### src/pkg/dcpc_pkg.sv
package dcpc_pkg;
    localparam logic [7:0] DCPC_ADDR_DIV = 8'h22;
    localparam logic [7:0] DCPC_ADDR_PHASE = 8'h23;
    localparam logic [7:0] DCPC_ADDR_COMMIT = 8'h24;
    localparam int DCPC_DIV_LSB = 4;
    localparam int DCPC_DIV_MSB = 6;
    localparam int DCPC_RSVD_BIT = 7;
    localparam int DCPC_SAMP_LSB = 4;
    localparam int DCPC_SAMP_MSB = 7;
    localparam int DCPC_SYNC_LSB = 0;
    localparam int DCPC_SYNC_MSB = 3;
    localparam int DCPC_COMMIT_BIT = 7;
    localparam logic [3:0] DCPC_FIXED_FIXED_HIGH_READBACK = 4'hF;
    localparam logic [2:0] DCPC_DIV_OFF = 3'h0;
    localparam logic [2:0] DCPC_DIV_16 = 3'h1;
    localparam logic [2:0] DCPC_DIV_32 = 3'h2;
    localparam logic [2:0] DCPC_DIV_64 = 3'h4;
    localparam logic [5:0] DCPC_HALF_16 = 6'h08;
    localparam logic [5:0] DCPC_HALF_32 = 6'h10;
    localparam logic [5:0] DCPC_HALF_64 = 6'h20;
    localparam logic [2:0] DCPC_DIV_RST = 3'h0;
    localparam logic [3:0] DCPC_PHASE_RST = 4'h0;
    localparam int DCPC_PHASES = 16;
endpackage : dcpc_pkg

### src/verilog/dcpc_phase_gen.sv
module dcpc_phase_gen #(
    parameter int PHASES = 16
) (
    input wire logic clock,
    input wire logic rstn,
    input wire logic [$clog2(PHASES)-1:0] base_cnt,
    input wire logic [$clog2(PHASES)-1:0] phase,
    output logic clk_out
);
    localparam int W = $clog2(PHASES);
    localparam logic [W-1:0] HALF = W'(PHASES / 2);

    if (PHASES < 2 || (PHASES & (PHASES - 1)) != 0) begin : g_bad_phases
        $error("PHASES must be a power of two");
    end

    logic clk_r;
    logic clk_nxt;
    logic [W-1:0] offset;

    // High for half a period starting at the chosen phase
    always_comb begin
        offset = W'(base_cnt - phase);
        clk_nxt = offset < HALF;
    end

    always_ff @(posedge clock or negedge rstn) begin
        if (!rstn) begin
            clk_r <= 1'b0;
        end else begin
            clk_r <= clk_nxt;
        end
    end

    assign clk_out = clk_r;
endmodule : dcpc_phase_gen

### src/verilog/dcpc_top.sv
module dcpc_top
    import dcpc_pkg::*;
(
    input wire logic clock,
    input wire logic rstn,
    input wire logic [7:0] cfg_addr,
    input wire logic [7:0] cfg_wdata,
    input wire logic cfg_wr,
    input wire logic cfg_rd,
    output logic [7:0] cfg_rdata,
    output logic forwarded_data_clock,
    output logic input_sampling_clock,
    output logic datapath_sync_clock,
    output logic divider_invalid
);
    ////////////////////////////////////////////////////////////////////////
    // Register file
    logic [2:0] shd_div_r;
    logic [2:0] shd_div_nxt;
    logic [3:0] shd_samp_r;
    logic [3:0] shd_samp_nxt;
    logic [3:0] shd_sync_r;
    logic [3:0] shd_sync_nxt;
    logic commit_r;
    logic commit_nxt;
    logic [2:0] act_div_r;
    logic [2:0] act_div_nxt;
    logic [3:0] act_samp_r;
    logic [3:0] act_samp_nxt;
    logic [3:0] act_sync_r;
    logic [3:0] act_sync_nxt;
    logic [7:0] rdata_r;
    logic [7:0] rdata_nxt;
    logic commit_edge;

    always_comb begin
        shd_div_nxt = shd_div_r;
        shd_samp_nxt = shd_samp_r;
        shd_sync_nxt = shd_sync_r;
        commit_nxt = commit_r;
        commit_edge = 1'b0;
        if (cfg_wr && cfg_addr == DCPC_ADDR_DIV) begin
            // Reserved bit and fixed bits not stored
            shd_div_nxt = cfg_wdata[DCPC_DIV_MSB:DCPC_DIV_LSB];
        end
        if (cfg_wr && cfg_addr == DCPC_ADDR_PHASE) begin
            shd_samp_nxt = cfg_wdata[DCPC_SAMP_MSB:DCPC_SAMP_LSB];
            shd_sync_nxt = cfg_wdata[DCPC_SYNC_MSB:DCPC_SYNC_LSB];
        end
        if (cfg_wr && cfg_addr == DCPC_ADDR_COMMIT) begin
            commit_nxt = cfg_wdata[DCPC_COMMIT_BIT];
            commit_edge = cfg_wdata[DCPC_COMMIT_BIT] && !commit_r;
        end
        act_div_nxt = act_div_r;
        act_samp_nxt = act_samp_r;
        act_sync_nxt = act_sync_r;
        if (commit_edge) begin
            act_div_nxt = shd_div_r;
            act_samp_nxt = shd_samp_r;
            act_sync_nxt = shd_sync_r;
        end
        rdata_nxt = rdata_r;
        if (cfg_rd) begin
            case (cfg_addr)
                DCPC_ADDR_DIV: begin
                    rdata_nxt = {1'b0, shd_div_r, DCPC_FIXED_FIXED_HIGH_READBACK};
                end
                DCPC_ADDR_PHASE: begin
                    rdata_nxt = {shd_samp_r, shd_sync_r};
                end
                DCPC_ADDR_COMMIT: begin
                    rdata_nxt = {commit_r, 7'h00};
                end
                default: begin
                    rdata_nxt = 8'h00;
                end
            endcase
        end
    end

    always_ff @(posedge clock or negedge rstn) begin
        if (!rstn) begin
            shd_div_r <= DCPC_DIV_RST;
            shd_samp_r <= DCPC_PHASE_RST;
            shd_sync_r <= DCPC_PHASE_RST;
            commit_r <= 1'b0;
            act_div_r <= DCPC_DIV_RST;
            act_samp_r <= DCPC_PHASE_RST;
            act_sync_r <= DCPC_PHASE_RST;
            rdata_r <= 8'h00;
        end else begin
            shd_div_r <= shd_div_nxt;
            shd_samp_r <= shd_samp_nxt;
            shd_sync_r <= shd_sync_nxt;
            commit_r <= commit_nxt;
            act_div_r <= act_div_nxt;
            act_samp_r <= act_samp_nxt;
            act_sync_r <= act_sync_nxt;
            rdata_r <= rdata_nxt;
        end
    end

    assign cfg_rdata = rdata_r;

    ////////////////////////////////////////////////////////////////////////
    // Forwarded clock divider
    logic [5:0] fwd_cnt_r;
    logic [5:0] fwd_cnt_nxt;
    logic fwd_clk_r;
    logic fwd_clk_nxt;
    logic [5:0] half;
    logic div_valid;

    always_comb begin
        case (act_div_r)
            DCPC_DIV_16: begin
                half = DCPC_HALF_16;
                div_valid = 1'b1;
            end
            DCPC_DIV_32: begin
                half = DCPC_HALF_32;
                div_valid = 1'b1;
            end
            DCPC_DIV_64: begin
                half = DCPC_HALF_64;
                div_valid = 1'b1;
            end
            default: begin
                half = DCPC_HALF_16;
                div_valid = 1'b0;
            end
        endcase
        fwd_cnt_nxt = fwd_cnt_r;
        fwd_clk_nxt = fwd_clk_r;
        if (!div_valid || commit_edge) begin
            fwd_cnt_nxt = 6'h00;
            fwd_clk_nxt = 1'b0;
        end else if (fwd_cnt_r == 6'(half - 6'h01)) begin
            fwd_cnt_nxt = 6'h00;
            fwd_clk_nxt = !fwd_clk_r;
        end else begin
            fwd_cnt_nxt = 6'(fwd_cnt_r + 6'h01);
        end
    end

    always_ff @(posedge clock or negedge rstn) begin
        if (!rstn) begin
            fwd_cnt_r <= 6'h00;
            fwd_clk_r <= 1'b0;
        end else begin
            fwd_cnt_r <= fwd_cnt_nxt;
            fwd_clk_r <= fwd_clk_nxt;
        end
    end

    assign forwarded_data_clock = fwd_clk_r;
    assign divider_invalid = (act_div_r != DCPC_DIV_OFF) && !div_valid;

    ////////////////////////////////////////////////////////////////////////
    // Phase-selected internal clocks
    logic [3:0] base_cnt_r;
    logic [3:0] base_cnt_nxt;

    always_comb begin
        base_cnt_nxt = 4'(base_cnt_r + 4'h1);
    end

    always_ff @(posedge clock or negedge rstn) begin
        if (!rstn) begin
            base_cnt_r <= 4'h0;
        end else begin
            base_cnt_r <= base_cnt_nxt;
        end
    end

    dcpc_phase_gen #(.PHASES(DCPC_PHASES)) u_samp (
        .clock(clock),
        .rstn(rstn),
        .base_cnt(base_cnt_r),
        .phase(act_samp_r),
        .clk_out(input_sampling_clock)
    );

    dcpc_phase_gen #(.PHASES(DCPC_PHASES)) u_sync (
        .clock(clock),
        .rstn(rstn),
        .base_cnt(base_cnt_r),
        .phase(act_sync_r),
        .clk_out(datapath_sync_clock)
    );

    ////////////////////////////////////////////////////////////////////////
    // Assertions
    logic [4:0] samp_quiet_r;
    logic [4:0] samp_quiet_nxt;

    // Cycles since sampling phase moved
    always_comb begin
        samp_quiet_nxt = samp_quiet_r;
        if (act_samp_nxt != act_samp_r) begin
            samp_quiet_nxt = 5'h00;
        end else if (samp_quiet_r != 5'h1F) begin
            samp_quiet_nxt = 5'(samp_quiet_r + 5'h01);
        end
    end

    always_ff @(posedge clock or negedge rstn) begin
        if (!rstn) begin
            samp_quiet_r <= 5'h00;
        end else begin
            samp_quiet_r <= samp_quiet_nxt;
        end
    end
endmodule : dcpc_top
### config.mk
export PLATFORM = sky130hd
export DESIGN_NAME = dcpc_top
export DESIGN_NICKNAME = d
export VERILOG_FILES = /design/src/pkg/dcpc_pkg.sv /design/src/verilog/dcpc_phase_gen.sv /design/src/verilog/dcpc_top.sv
export SDC_FILE = /design/constraint.sdc
export NUM_CORES = 1
export LEC_CHECK = 0
export ABC_AREA = 1
export CORE_MARGIN = 3
export CORE_UTILIZATION = 45
export DETAILED_ROUTE_END_ITERATION = 8
export DONT_BUFFER_PORTS = 1
export PLACE_DENSITY = 0.57
export SLEW_MARGIN = 10
export SYNTH_ARGS = -nofsm -noshare
export SYNTH_HDL_FRONTEND = slang
export SYNTH_SLANG_ARGS = --single-unit
export TNS_END_PERCENT = 10
### constraint.sdc
create_clock -name clock -period 2.9 [get_ports clock]
set_clock_uncertainty 0.1 [all_clocks]
set_input_delay 0.435 -clock clock [delete_from_list [all_inputs] [get_ports clock]]
set_output_delay 0.435 -clock clock [all_outputs]
set_load 0.02 [all_outputs]
# After elaboration in Yosys (flattened, before gate mapping)
# Index checks and enable logic that the tools add are counted.
# word_totals
reg_bits	44
output_inout_bits	12
input_bits	20
wordCells	47
# op_classes
n_mux	8
n_lt_le_gt_ge	2
n_eq_ne	7
n_reduce_logical	12
addsub	5
# op_table
operator	n
8-bit by 6-bit equality test with 1-bit output (second input constant)	3
8-bit one-hot mux with 3 select lines	1
6-bit two-way mux	2
6-bit one-hot mux with 2 select lines	1
4-bit less-than comparator (second input constant)	2
4-bit subtractor	2
6-bit by 1-bit adder with 6-bit output (second input constant)	1
6-bit equality test	1
6-bit by 1-bit subtractor with 6-bit output (second input constant)	1
1-bit logical AND	5
4-bit by 1-bit adder with 4-bit output (second input constant)	1
1-bit two-way mux	4
3-bit by 1-bit equality test with 1-bit output (second input constant)	1
3-bit by 2-bit equality test with 1-bit output (second input constant)	1
3-bit equality test (second input constant)	1
1-bit logical NOT	3
3-bit nonzero test	1
3-bit OR reduction	1
2-bit nonzero test	1
1-bit logical OR	1

# Depth between registers and ports, before layout
# Gate-level depths: netlist of run 1.
# logic_depth
word_depth	6
ltp_mapped	10
depth_no_buf	9

# Hierarchy
# From an unflattened synthesis of run 1, not the netlist that was laid out.
# hier_totals
hier_cells	264
area_unflattened_um2	2190.9
# by_module_without_submodules
module	area_each_um2	n_inst	seq_area_each_um2	cells_each
dcpc_top	1950.6	1	1051.0	222
dcpc_phase_gen	120.1	2	25.0	21

# Worst setup path after synthesis of run 1
# Ideal clock, no wire load.
# synth_path
kind	reg2out
from	reg act_div_r[2]
to	out divider_invalid
path_stages_with_launch	4
required_time_ns	2.365
slack_ns	1.298
n_path_buf	0
t_arrival_ns	1.067
cell_sequence	dfrtp_1 -> inv_1 -> nand3_1 -> nor3b_1
# synth_between
elab_chain_len	5
elab_cells_between_ends	8
cone_classes	3 x eq/ne; 1 x mux; 4 x reduce/logical
# synth_lines
item	line_no	rtl
from (decl)	dcpc_top.sv:26	logic [2:0] act_div_r;
from (signal assigned)	dcpc_top.sv:96	act_div_r <= act_div_nxt;
3-bit equality test (tied with other cells)	dcpc_top.sv:115	case (act_div_r)
3-bit OR reduction (no line)	-	
1-bit two-way mux	dcpc_top.sv:115	
1-bit logical NOT	dcpc_top.sv:157	assign divider_invalid = (act_div_r != DCPC_DIV_OFF) && !div_valid;
1-bit logical AND (*)	dcpc_top.sv:157	
to (decl)	dcpc_top.sv:14	output logic divider_invalid
# Mark *: on every way between the ends. The rest lies on a longest branch, timed or not.

# Final worst setup path of run 1
# Ends and elaborated chain as after synthesis.

==> impl_metrics.json, run 1 <==
{
  "status": "completed",
  "cts_root_buffer": "clkbuf_8",
  "clock.fmax_ghz": 0.4888,
  "synth-simple-area-share": 0.2518,
  "crit_family": "simple AND/OR/NAND/NOR gates",
  "grt_pass1_vias": 1364,
  "ys_seq_elements": 44,
  "crit_type": "reg2out",
  "die_h_um": 76.25,
  "antenna_found_initial": 0,
  "vias_per_cell": 4.757,
  "initial_utilization": 0.4866,
  "synth_compound_area_frac": 0.1003,
  "cp_slowest_cell": "nor3b_1",
  "ff2ff_setup_slack_ns": 1.44,
  "vias": 1451,
  "cp_num_cells": 3,
  "syn_area_um2": 2221,
  "rsz0062_at_grt": "false",
  "required_ns": 2.37,
  "clockPowerShare": 0.409,
  "grt_usage": 0.1433,
  "setup.worst_path.start_class": "flop",
  "clockBufferDepth": 2,
  "io_pins": 32,
  "combPwrFrac": 0.061,
  "hp-class": "in2reg",
  "htree_levels": 2,
  "grt_pass1_wl_um": 6548,
  "fin_crit_sh": 0.7054,
  "ir_drop_mv": 0.2313,
  "ys_warn_count": 0,
  "drc": 0,
  "worst_pin_slew_ns": 0.7194,
  "chipWidth_um": 76.25,
  "relSlewSlack": 0.5194,
  "switching_share": 0.2182,
  "hold_violations": 0,
  "dpl.hpwl_um": 2911,
  "finalMaxSlewViolations": 0,
  "final_nets": 265,
  "grt_start_max_net_pins": 45,
  "finalSetupViolCount": 0,
  "cts_setup_buffers": 0,
  "drt_iter0_drc": 59,
  "r2r_start": "commit_r",
  "core_um2": 4564,
  "finalSetupTns_ns": 0,
  "wl_per_cell_um": 12.78,
  "first_pass_iters": 4,
  "synth_xor_area_frac": 0.03549,
  "syn_to_final_growth_pct": 8.000,
  "cp-end-kind": "output pin",
  "postLayoutSetupSlackWorst_ns": 0.8543,
  "placed_area_um2": 2235,
  "cts_num_sinks": 44,
  "cts_buffers": 5,
  "port_buffers": 0,
  "async_flop_share": 1.000,
  "n_antenna_cell": 0,
  "synth_cell_types": 28,
  "netlist_top_cells_area": "dfrtp_1, nand2_1, o21ai_2",
  "gp_congestion": 0.7381,
  "drtAntennaViolNets": 0,
  "totalPowerFinal_mw": 1.234,
  "clkLatencyLatePin_ns": 0.29,
  "synth_edf_count": 0,
  "synth_top_area_share": 0.4958,
  "drive_gt1_frac": 0.2125,
  "fill_cells": 442,
  "power_leakage_nw": 1.212,
  "synth.most_common_cell": "nand2_1",
  "critPathBufInv": 1,
  "p_switching_mw": 0.2692,
  "synth_top_family_by_area": "simple AND/OR/NAND/NOR gates",
  "post-route-min-period_ns": 2.046,
  "multi_input_area_um2": 935.9,
  "synth_nets": 261,
  "critPathLaunch": "act_div_r[2]",
  "avgSynthCellArea_um2": 9.451,
  "r2r_cells": 6,
  "internal-power_mw": 0.9644,
  "crit_chain": "inv_1 > nand3_1 > nor3b_1",
  "slowest_delay_ns": 0.62,
  "dieArea_um2": 5814,
  "ys.flop_type": "dfrtp_1",
  "clkTransAtPathRegs_ns": 0.08,
  "seq_area_um2": 1101,
  "r2r-end": "fwd_cnt_r[5]",
  "synth.area.mux_share": 0,
  "final_area_um2": 2399,
  "place_ws_ns": 1.186,
  "row_count": 24,
  "worstSetupEndpoint": "divider_invalid",
  "cts_tree": "yes",
  "routed_wl_um": 3898,
  "yosysSeqAreaShare": 0.4958,
  "synthAdderAreaFrac": 0.03380,
  "cp_max_fo": 4,
  "p_seq_frac": 0.530,
  "synth_largest_area_cell": "dfrtp_1",
  "arrival_ns": 1.51,
  "grt_remaining_overflow": 0,
  "powerDensity_nw_per_um2": 514.3,
  "synthCells": 235,
  "synthTopCellsByCount": "nand2_1, dfrtp_1, inv_1",
  "max_cap_violations": 0
}
[logic make-up (layout without fill, tap and decap cells)]
logic type | after synthesis | after routing
AND/OR/NAND/NOR | 108 | 108
flip-flops | 44 | 44
buffers and inverters | 36 | 41
AO/OA/AOI/OAI | 32 | 32
XOR/XNOR | 9 | 9
adder cells (fa/ha/maj) | 6 | 6
[worst min path at each step]
stage	slack, ns	start	cells past startpoint	to
finish	0.12	cfg_rd	1	cfg_rdata[5]
global route	0.09	cfg_rd	1	cfg_rdata[5]
global placement	0.04	rstn	0	cfg_rdata[6]
CTS	0.11	cfg_rd	1	cfg_rdata[5]
floorplan	0.04	rstn	0	act_div_r[0]
detailed placement	0.04	rstn	0	cfg_rdata[6]
[state kept, by name (all words and copies together) (netlist names)]
signal,cells
act_sync_r,4
base_cnt_r,4
shd_sync_r,4
fwd_cnt_r,6
commit_r,1
u_samp.clk_out,1
cfg_rdata,8
u_sync.clk_out,1
act_samp_r,4
forwarded_data_clock,1
shd_samp_r,4
act_div_r,3
shd_div_r,3
[routing by layer]
layer  track usage  routed length, um
met5             0                  0
met3       0.04728                181
met1        0.2100               1995
met4       0.04891                 22
met2        0.1968               1698
[power groups by stage]
stage / logic, mW / clock network [mW] / registers [mW]
floorplan: 0.0533 / 0 / 0.662
global placement: 0.0582 / 0 / 0.666
detailed placement: 0.0597 / 0 / 0.666
CTS: 0.0784 / 0.520 / 0.654
global route: 0.0877 / 0.554 / 0.657
finish: 0.0758 / 0.504 / 0.654
[layout make-up]
| class | count | share of cell area |
|---|---|---|
| multi-input combinational | 155 | 0.3902 |
| clock buffer | 7 | 0.04017 |
| tap | 65 | 0.03391 |
| sequential | 44 | 0.4591 |
| clock inverter | 1 | 0.01252 |
| inverter | 31 | 0.04851 |
| timing repair buffer | 2 | 0.01565 |
[cell usage in the layout, fill, tap and decap left out, types with 4 or more instances in the layout]
cell type and count:
inv_2 4, xor2_1 7, o21ai_0 9, ha_1 6, nor2_1 15, nand2_2 13, dfrtp_1 44, nand2_1 49
nor2_2 4, a31oi_1 4, o21ai_2 14, inv_1 27, nand3_1 15, clkbuf_8 7
[through the flow]
| stage | instances | hold WS (ns) | util |
|---|---|---|---|
| 3_5_place_dp | 295 | 0.04048 | 0.4896 |
| 6_report | 305 | 0.1180 | 0.5255 |
| 3_3_place_gp | 295 | 0.04038 | 0.4896 |
| 5_1_grt | 305 | 0.09132 | 0.5255 |
| 2_1_floorplan | 235 | 0.03941 | - |
| 4_1_cts | 305 | 0.1071 | 0.5255 |
[timing repair]
action	in CTS	in global routing
resized for setup	0	0
endpoints found under the setup margin	0	0
hold endpoints to repair	44	0
hold buffers	2	0
Note: power is estimated with default switching activity, not from simulation.
==> inputs of run 2 (changes only) <==
Settings changed: ABC_AREA 1 to 0, PLACE_DENSITY 0.57 to 0.59.
Clock period 2.9 ns to 1.8 ns, I/O delays scaled along.
==> run 2 against run 1 <==
Compared with the run above: design area decreased by 4.4%; largest power group unchanged; non-clock buffer count increased by 9; die area decreased by 7.4%; hold slack got worse by 0.10 ns; cell count decreased by 24%; synthesized area decreased by 8.1%.
==> impl_metrics.json, run 2 <==
{
  "relSlewSlack": 0.7405,
  "chipWidth_um": 73.36,
  "htree_levels": 2,
  "grt_remaining_overflow": 0,
  "post-route-min-period_ns": 1.615,
  "row_count": 23,
  "synth_top_area_share": 0.5392,
  "finalSetupViolCount": 0,
  "synthCells": 168,
  "worstSetupEndpoint": "forwarded_data_clock",
  "vias_per_cell": 5.481,
  "cts_tree": "yes",
  "powerDensity_nw_per_um2": 760.3,
  "syn_to_final_growth_pct": 12.32,
  "drive_gt1_frac": 0.2295,
  "grt_usage": 0.1659,
  "clock.fmax_ghz": 0.6192,
  "finalMaxSlewViolations": 0,
  "final_nets": 208,
  "synthAdderAreaFrac": 0.03676,
  "largest_register_ffs": 8,
  "grt_pass1_vias": 1368,
  "wl_per_cell_um": 16.83,
  "finalSetupTns_ns": 0,
  "synth_top_family_by_area": "multiplexers",
  "cp-end-kind": "flop",
  "die_h_um": 73.36,
  "r2r_start": "act_div_r[2]",
  "drt_iter0_drc": 46,
  "place_ws_ns": -0.06781,
  "clockBufferDepth": 2,
  "hold_violations": 0,
  "vias": 1277,
  "critPathLaunch": "act_div_r[2]",
  "drc": 0,
  "setup.worst_path.start_class": "flop",
  "holdWs_ns": 0.01665,
  "dpl.hpwl_um": 2880,
  "n_antenna_cell": 0,
  "status": "completed",
  "routed_wl_um": 3922,
  "cts_setup_buffers": 0,
  "clkTransAtPathRegs_ns": 0.08,
  "initial_utilization": 0.4894,
  "avgSynthCellArea_um2": 12.15,
  "r2r-end": "forwarded_data_clock",
  "rsz0062_at_grt": "false",
  "synth_edf_count": 0,
  "slowest_delay_ns": 0.46,
  "antenna_found_initial": 0,
  "synth_xor_area_frac": 0.05147,
  "synth-simple-area-share": 0.1287,
  "clkLatencyLatePin_ns": 0.30,
  "synth_compound_area_frac": 0.07721,
  "core_um2": 4173,
  "synth_cell_types": 32,
  "netlist_top_cells_area": "dfrtp_1, mux2_2, ha_1",
  "hp-class": "in2reg",
  "arrival_ns": 1.70,
  "ys.flop_type": "dfrtp_1",
  "async_flop_share": 1.000,
  "required_ns": 1.89,
  "min_from": "cfg_wdata[6]",
  "max_cap_violations": 0,
  "first_pass_iters": 4,
  "layout_common_cells": "dfrtp_1, mux2_2, inv_1",
  "ir_drop_mv": 0.3632,
  "drtAntennaViolNets": 0,
  "gp_congestion": 0.7515,
  "synth.area.mux_share": 0.1379,
  "cts_root_buffer": "clkbuf_8",
  "crit_chain": "nor3b_1 > o21ai_0 > a211oi_1 > mux2_2",
  "worst_pin_slew_ns": 0.3838,
  "ff2ff_setup_slack_ns": 0.18,
  "totalPowerFinal_mw": 1.744,
  "synth.most_common_cell": "dfrtp_1",
  "grt_start_max_net_pins": 45,
  "cp_max_fo": 7,
  "syn_area_um2": 2042,
  "power_leakage_nw": 1.078,
  "io_pins": 32,
  "synth_largest_area_cell": "dfrtp_1",
  "yosysSeqAreaShare": 0.5392,
  "port_buffers": 0,
  "crit_type": "reg2reg",
  "synthTopCellsByCount": "dfrtp_1, mux2_2, inv_1",
  "ys_warn_count": 0,
  "ys_seq_elements": 44,
  "final_common_cell": "dfrtp_1",
  "synth_nets": 194,
  "dieArea_um2": 5382,
  "r2r_cells": 4,
  "cp_slowest_cell": "dfrtp_1",
  "cts_buffers": 5,
  "cts_num_sinks": 44,
  "fin_crit_sh": 0.8973,
  "fin_util": 0.5496,
  "grt_pass1_wl_um": 6734,
  "postLayoutSetupSlackWorst_ns": 0.1849
}
run 2: changes by cell type in the layout (fill, tap and decap cells not counted), moves of 6 or more:
cell / delta
o21ai_2: -14
nand2_2: -13
nand3_1: -11
buf_4: +6
nor2_1: -6
nand2_1: -44
inv_1: -16
a21oi_1: +7
mux2_2: +21
run 2: final cells by class:
type / instances / area, um2
Timing Repair Buffer: 11 / 112.6
Tap cell: 50 / 62.56
Fill cell: 350 / 1879
Inverter: 11 / 41.29
Clock inverter: 1 / 7.507
Multi-Input combinational cell: 109 / 882.1
Clock buffer: 7 / 86.33
Sequential cell: 44 / 1101
run 2: routing by layer:
metal | track usage | share of wire | vias up
li1 | - | - | 614
met5 | 0 | 0 | -
met3 | 0.04514 | 0.047 | 5
met2 | 0.2552 | 0.48 | 26
met4 | 0.06036 | 0.012 | 0
met1 | 0.2252 | 0.46 | 632
run 2: worst min-delay path by stage:
stage	end	slack, ns	cells past startpoint
after floorplan	act_div_r[0]	-0.13	0
after global placement	base_cnt_r[2]	-0.12	0
after detailed placement	base_cnt_r[2]	-0.12	0
after CTS	shd_div_r[0]	0.007	1
after global routing	shd_div_r[2]	0.004	1
final	shd_div_r[2]	0.02	1
run 2: worst max-delay path: cells and delay by family (launching register included):
| family | cells | cell delay (ns) |
|---|---|---|
| AOI/OAI and AO/OA | 2 | 0.39 |
| DFF | 1 | 0.46 |
| and+or+nand+nor | 1 | 0.20 |
| muxes | 1 | 0.37 |
run 2: cell families after synthesis:
group,count (synthesis)
multiplexers,24
XOR/XNOR,12
AND/OR/NAND/NOR,41
flip-flops,44
adder cells (fa/ha/maj),6
AO/OA/AOI/OAI,26
buffers and inverters,15
run 2: repair_timing:
action / 4_1_cts / 5_1_grt
hold buffers: 3 / 2
endpoints found under the hold margin: 52 / 2
gates resized for setup: 0 / 0
endpoints found under the setup margin: 0 / 0
run 2: power breakdown:
part           internal (mW)  switching (mW)
logic                 0.0365          0.0370
clock network          0.312           0.325
registers               1.01          0.0261
total                   1.36           0.388
run 2: metrics by stage:
stage	cell area [um2]	std cells
final	2293	233
after global routing	2293	233
after CTS	2273	231
after detailed placement	2132	220
after global placement	2132	220
after floorplan	2042	168
==> inputs of run 3 (changes only) <==
Settings changed: ABC_AREA 0 to unset, HOLD_SLACK_MARGIN set to 0.15, PLACE_DENSITY 0.59 to 0.57.
Clock period 1.8 ns to 2.09 ns, I/O delays scaled along.
==> run 3 against run 2 <==
Compared with the run above: count of clock-buffer cells in the layout decreased by 1; core utilization rose by 2.2 points; design area rose by 4.1%; largest cell class unchanged; total power shrank 8.4%; sequential power decreased by 14%; clock power decreased by 0.8%; first-iteration DRC count did not move; non-clock buffer count grew 9; hold slack gained 0.16 ns; register-to-register slack improved by 0.28 ns; sequential share of layout area fell by 1.9 points; critical path depth rose by 2; critical path type is now in2reg.
==> impl_metrics.json, run 3 (synthesized netlist as in run 2, its figures left out) <==
{
  "status": "completed",
  "fin_crit_sh": 0.7924,
  "clockPowerShare": 0.396,
  "cts_buffers": 5,
  "chipWidth_um": 73.36,
  "grt_start_max_net_pins": 45,
  "n_antenna_cell": 0,
  "core_um2": 4173,
  "drive_gt1_frac": 0.2240,
  "dieArea_um2": 5382,
  "grt_pass1_wl_um": 6699,
  "placed_area_um2": 2125,
  "finalSetupViolCount": 0,
  "busiest_layer": "met2",
  "finalMaxSlewViolations": 0,
  "r2r-end": "forwarded_data_clock",
  "cts_root_buffer": "clkbuf_8",
  "p_seq_frac": 0.557,
  "cts_tree": "yes",
  "port_buffers": 0,
  "crit_type": "in2reg",
  "die_h_um": 73.36,
  "initial_utilization": 0.4894,
  "final_area_um2": 2387,
  "r2r_start": "act_div_r[1]",
  "htree_levels": 2,
  "cp-end-kind": "flop",
  "grt_pass1_vias": 1395,
  "switching_share": 0.2097,
  "critPathLaunch": "cfg_addr[7]",
  "wl_per_cell_um": 15.95,
  "vias": 1323,
  "post_cts.resized_instances": 0,
  "layout_common_cells": "dfrtp_1, mux2_2, dlygate4sd3_1",
  "arrival_ns": 1.76,
  "final_nets": 217,
  "combPwrFrac": 0.047,
  "clock.fmax_ghz": 0.6038,
  "p_switching_mw": 0.3348,
  "power_leakage_nw": 1.123,
  "io_pins": 32,
  "cp_max_fo": 7,
  "syn_to_final_growth_pct": 16.91,
  "worst_pin_slew_ns": 0.4741,
  "final_common_cell": "dfrtp_1",
  "rsz0062_at_grt": "false",
  "powerDensity_nw_per_um2": 668.9,
  "setup.worst_path.start_class": "input pin",
  "drc": 0,
  "dpl.hpwl_um": 2853,
  "grt_util_met3": 0.06840,
  "internal-power_mw": 1.262,
  "largest_register_ffs": 8,
  "drtAntennaViolNets": 0,
  "worstSetupEndpoint": "cfg_rdata[6]",
  "grt_remaining_overflow": 0,
  "hp-class": "in2reg",
  "first_pass_iters": 4,
  "grt_use_met2": 0.2751,
  "hold_violations": 0,
  "grtUsageMet1": 0.1952,
  "ir_drop_mv": 0.5044,
  "post-route-min-period_ns": 1.656,
  "finalSetupTns_ns": 0,
  "vias_per_cell": 5.467,
  "cts_num_sinks": 44,
  "drt_iter0_drc": 46,
  "routed_wl_um": 3859,
  "clkTransAtPathRegs_ns": 0.08,
  "antenna_found_initial": 0,
  "clkLatencyLatePin_ns": 0.29,
  "required_ns": 2.19,
  "r2r_cells": 4,
  "ff2ff_setup_slack_ns": 0.46,
  "relSlewSlack": 0.6795,
  "gp_congestion": 0.8836,
  "max_cap_violations": 0,
  "row_count": 23,
  "clockBufferDepth": 2,
  "grt_usage": 0.1642
}
==> run 3: cell types whose count changed in the layout (fill, tap and decap cells not counted) <==
cell / delta
buf_12: +1
buf_16: -1
buf_4: +1
bufinv_16: +1
clkbuf_8: -1
clkinv_2: +1
clkinvlp_4: -1
dlygate4sd3_1: +8
==> run 3: layout make-up <==
class / instances / area [um2]
clock buffer: 6 / 72.57
clock inverter: 2 / 35.03
fill: 345 / 1785
inverter: 11 / 41.29
multi-input combinational: 109 / 882.1
sequential: 44 / 1101
tap: 50 / 62.56
timing repair buffer: 20 / 192.7
==> run 3: power by group through the flow <==
stage | logic [mW] | clock network, mW | registers, mW
after CTS | 0.0769 | 0.647 | 0.889
after global routing | 0.0853 | 0.681 | 0.892
after floorplan | 0.0299 | 0 | 0.901
after global placement | 0.0310 | 0 | 0.906
after detailed placement | 0.0327 | 0 | 0.906
final | 0.0757 | 0.632 | 0.889
==> run 3: critical path: stages <==
cell and delay (ns):
or4b_4 0.54, nor4b_4 0.35, buf_4 0.16, buf_4 0.13, a22oi_1 0.10, o22ai_1 0.15
==> run 3: timing repair <==
action	in CTS	in global routing
hold buffers	13	1
hold endpoints to repair	64	1
setup endpoints to repair	0	1
buffers inserted	0	2
==> run 3: worst min-delay path by stage <==
stage,startpoint,end,slack [ns],cells past startpoint
detailed placement,rstn,u_sync.clk_out,-0.08,0
global route,cfg_addr[4],shd_div_r[0],0.18,3
global placement,rstn,u_sync.clk_out,-0.08,0
CTS,cfg_wr,shd_div_r[1],0.15,2
floorplan,rstn,act_div_r[0],-0.08,0
finish,cfg_addr[4],shd_div_r[0],0.17,3
==> run 3: metrics by stage <==
| stage | hold WS, ns | cells | power [mW] | worst slack, ns | util |
|---|---|---|---|---|---|
| after floorplan | -0.08209 | 168 | 0.9307 | 0.1856 | - |
| after global placement | -0.08102 | 219 | 0.9370 | 0.2412 | 0.5091 |
| after detailed placement | -0.08070 | 219 | 0.9390 | 0.2000 | 0.5091 |
| after CTS | 0.1522 | 240 | 1.614 | 0.06147 | 0.5685 |
| after global routing | 0.1825 | 242 | 1.658 | 0.3346 | 0.5721 |
| final | 0.1724 | 242 | 1.597 | 0.4339 | 0.5721 |
==> run 3: routing by layer <==
metal / routed length (um) / up-vias
met5: 0 / -
met4: 19 / 0
met1: 1649 / 649
met2: 1929 / 34
li1: - / 638
met3: 260 / 2
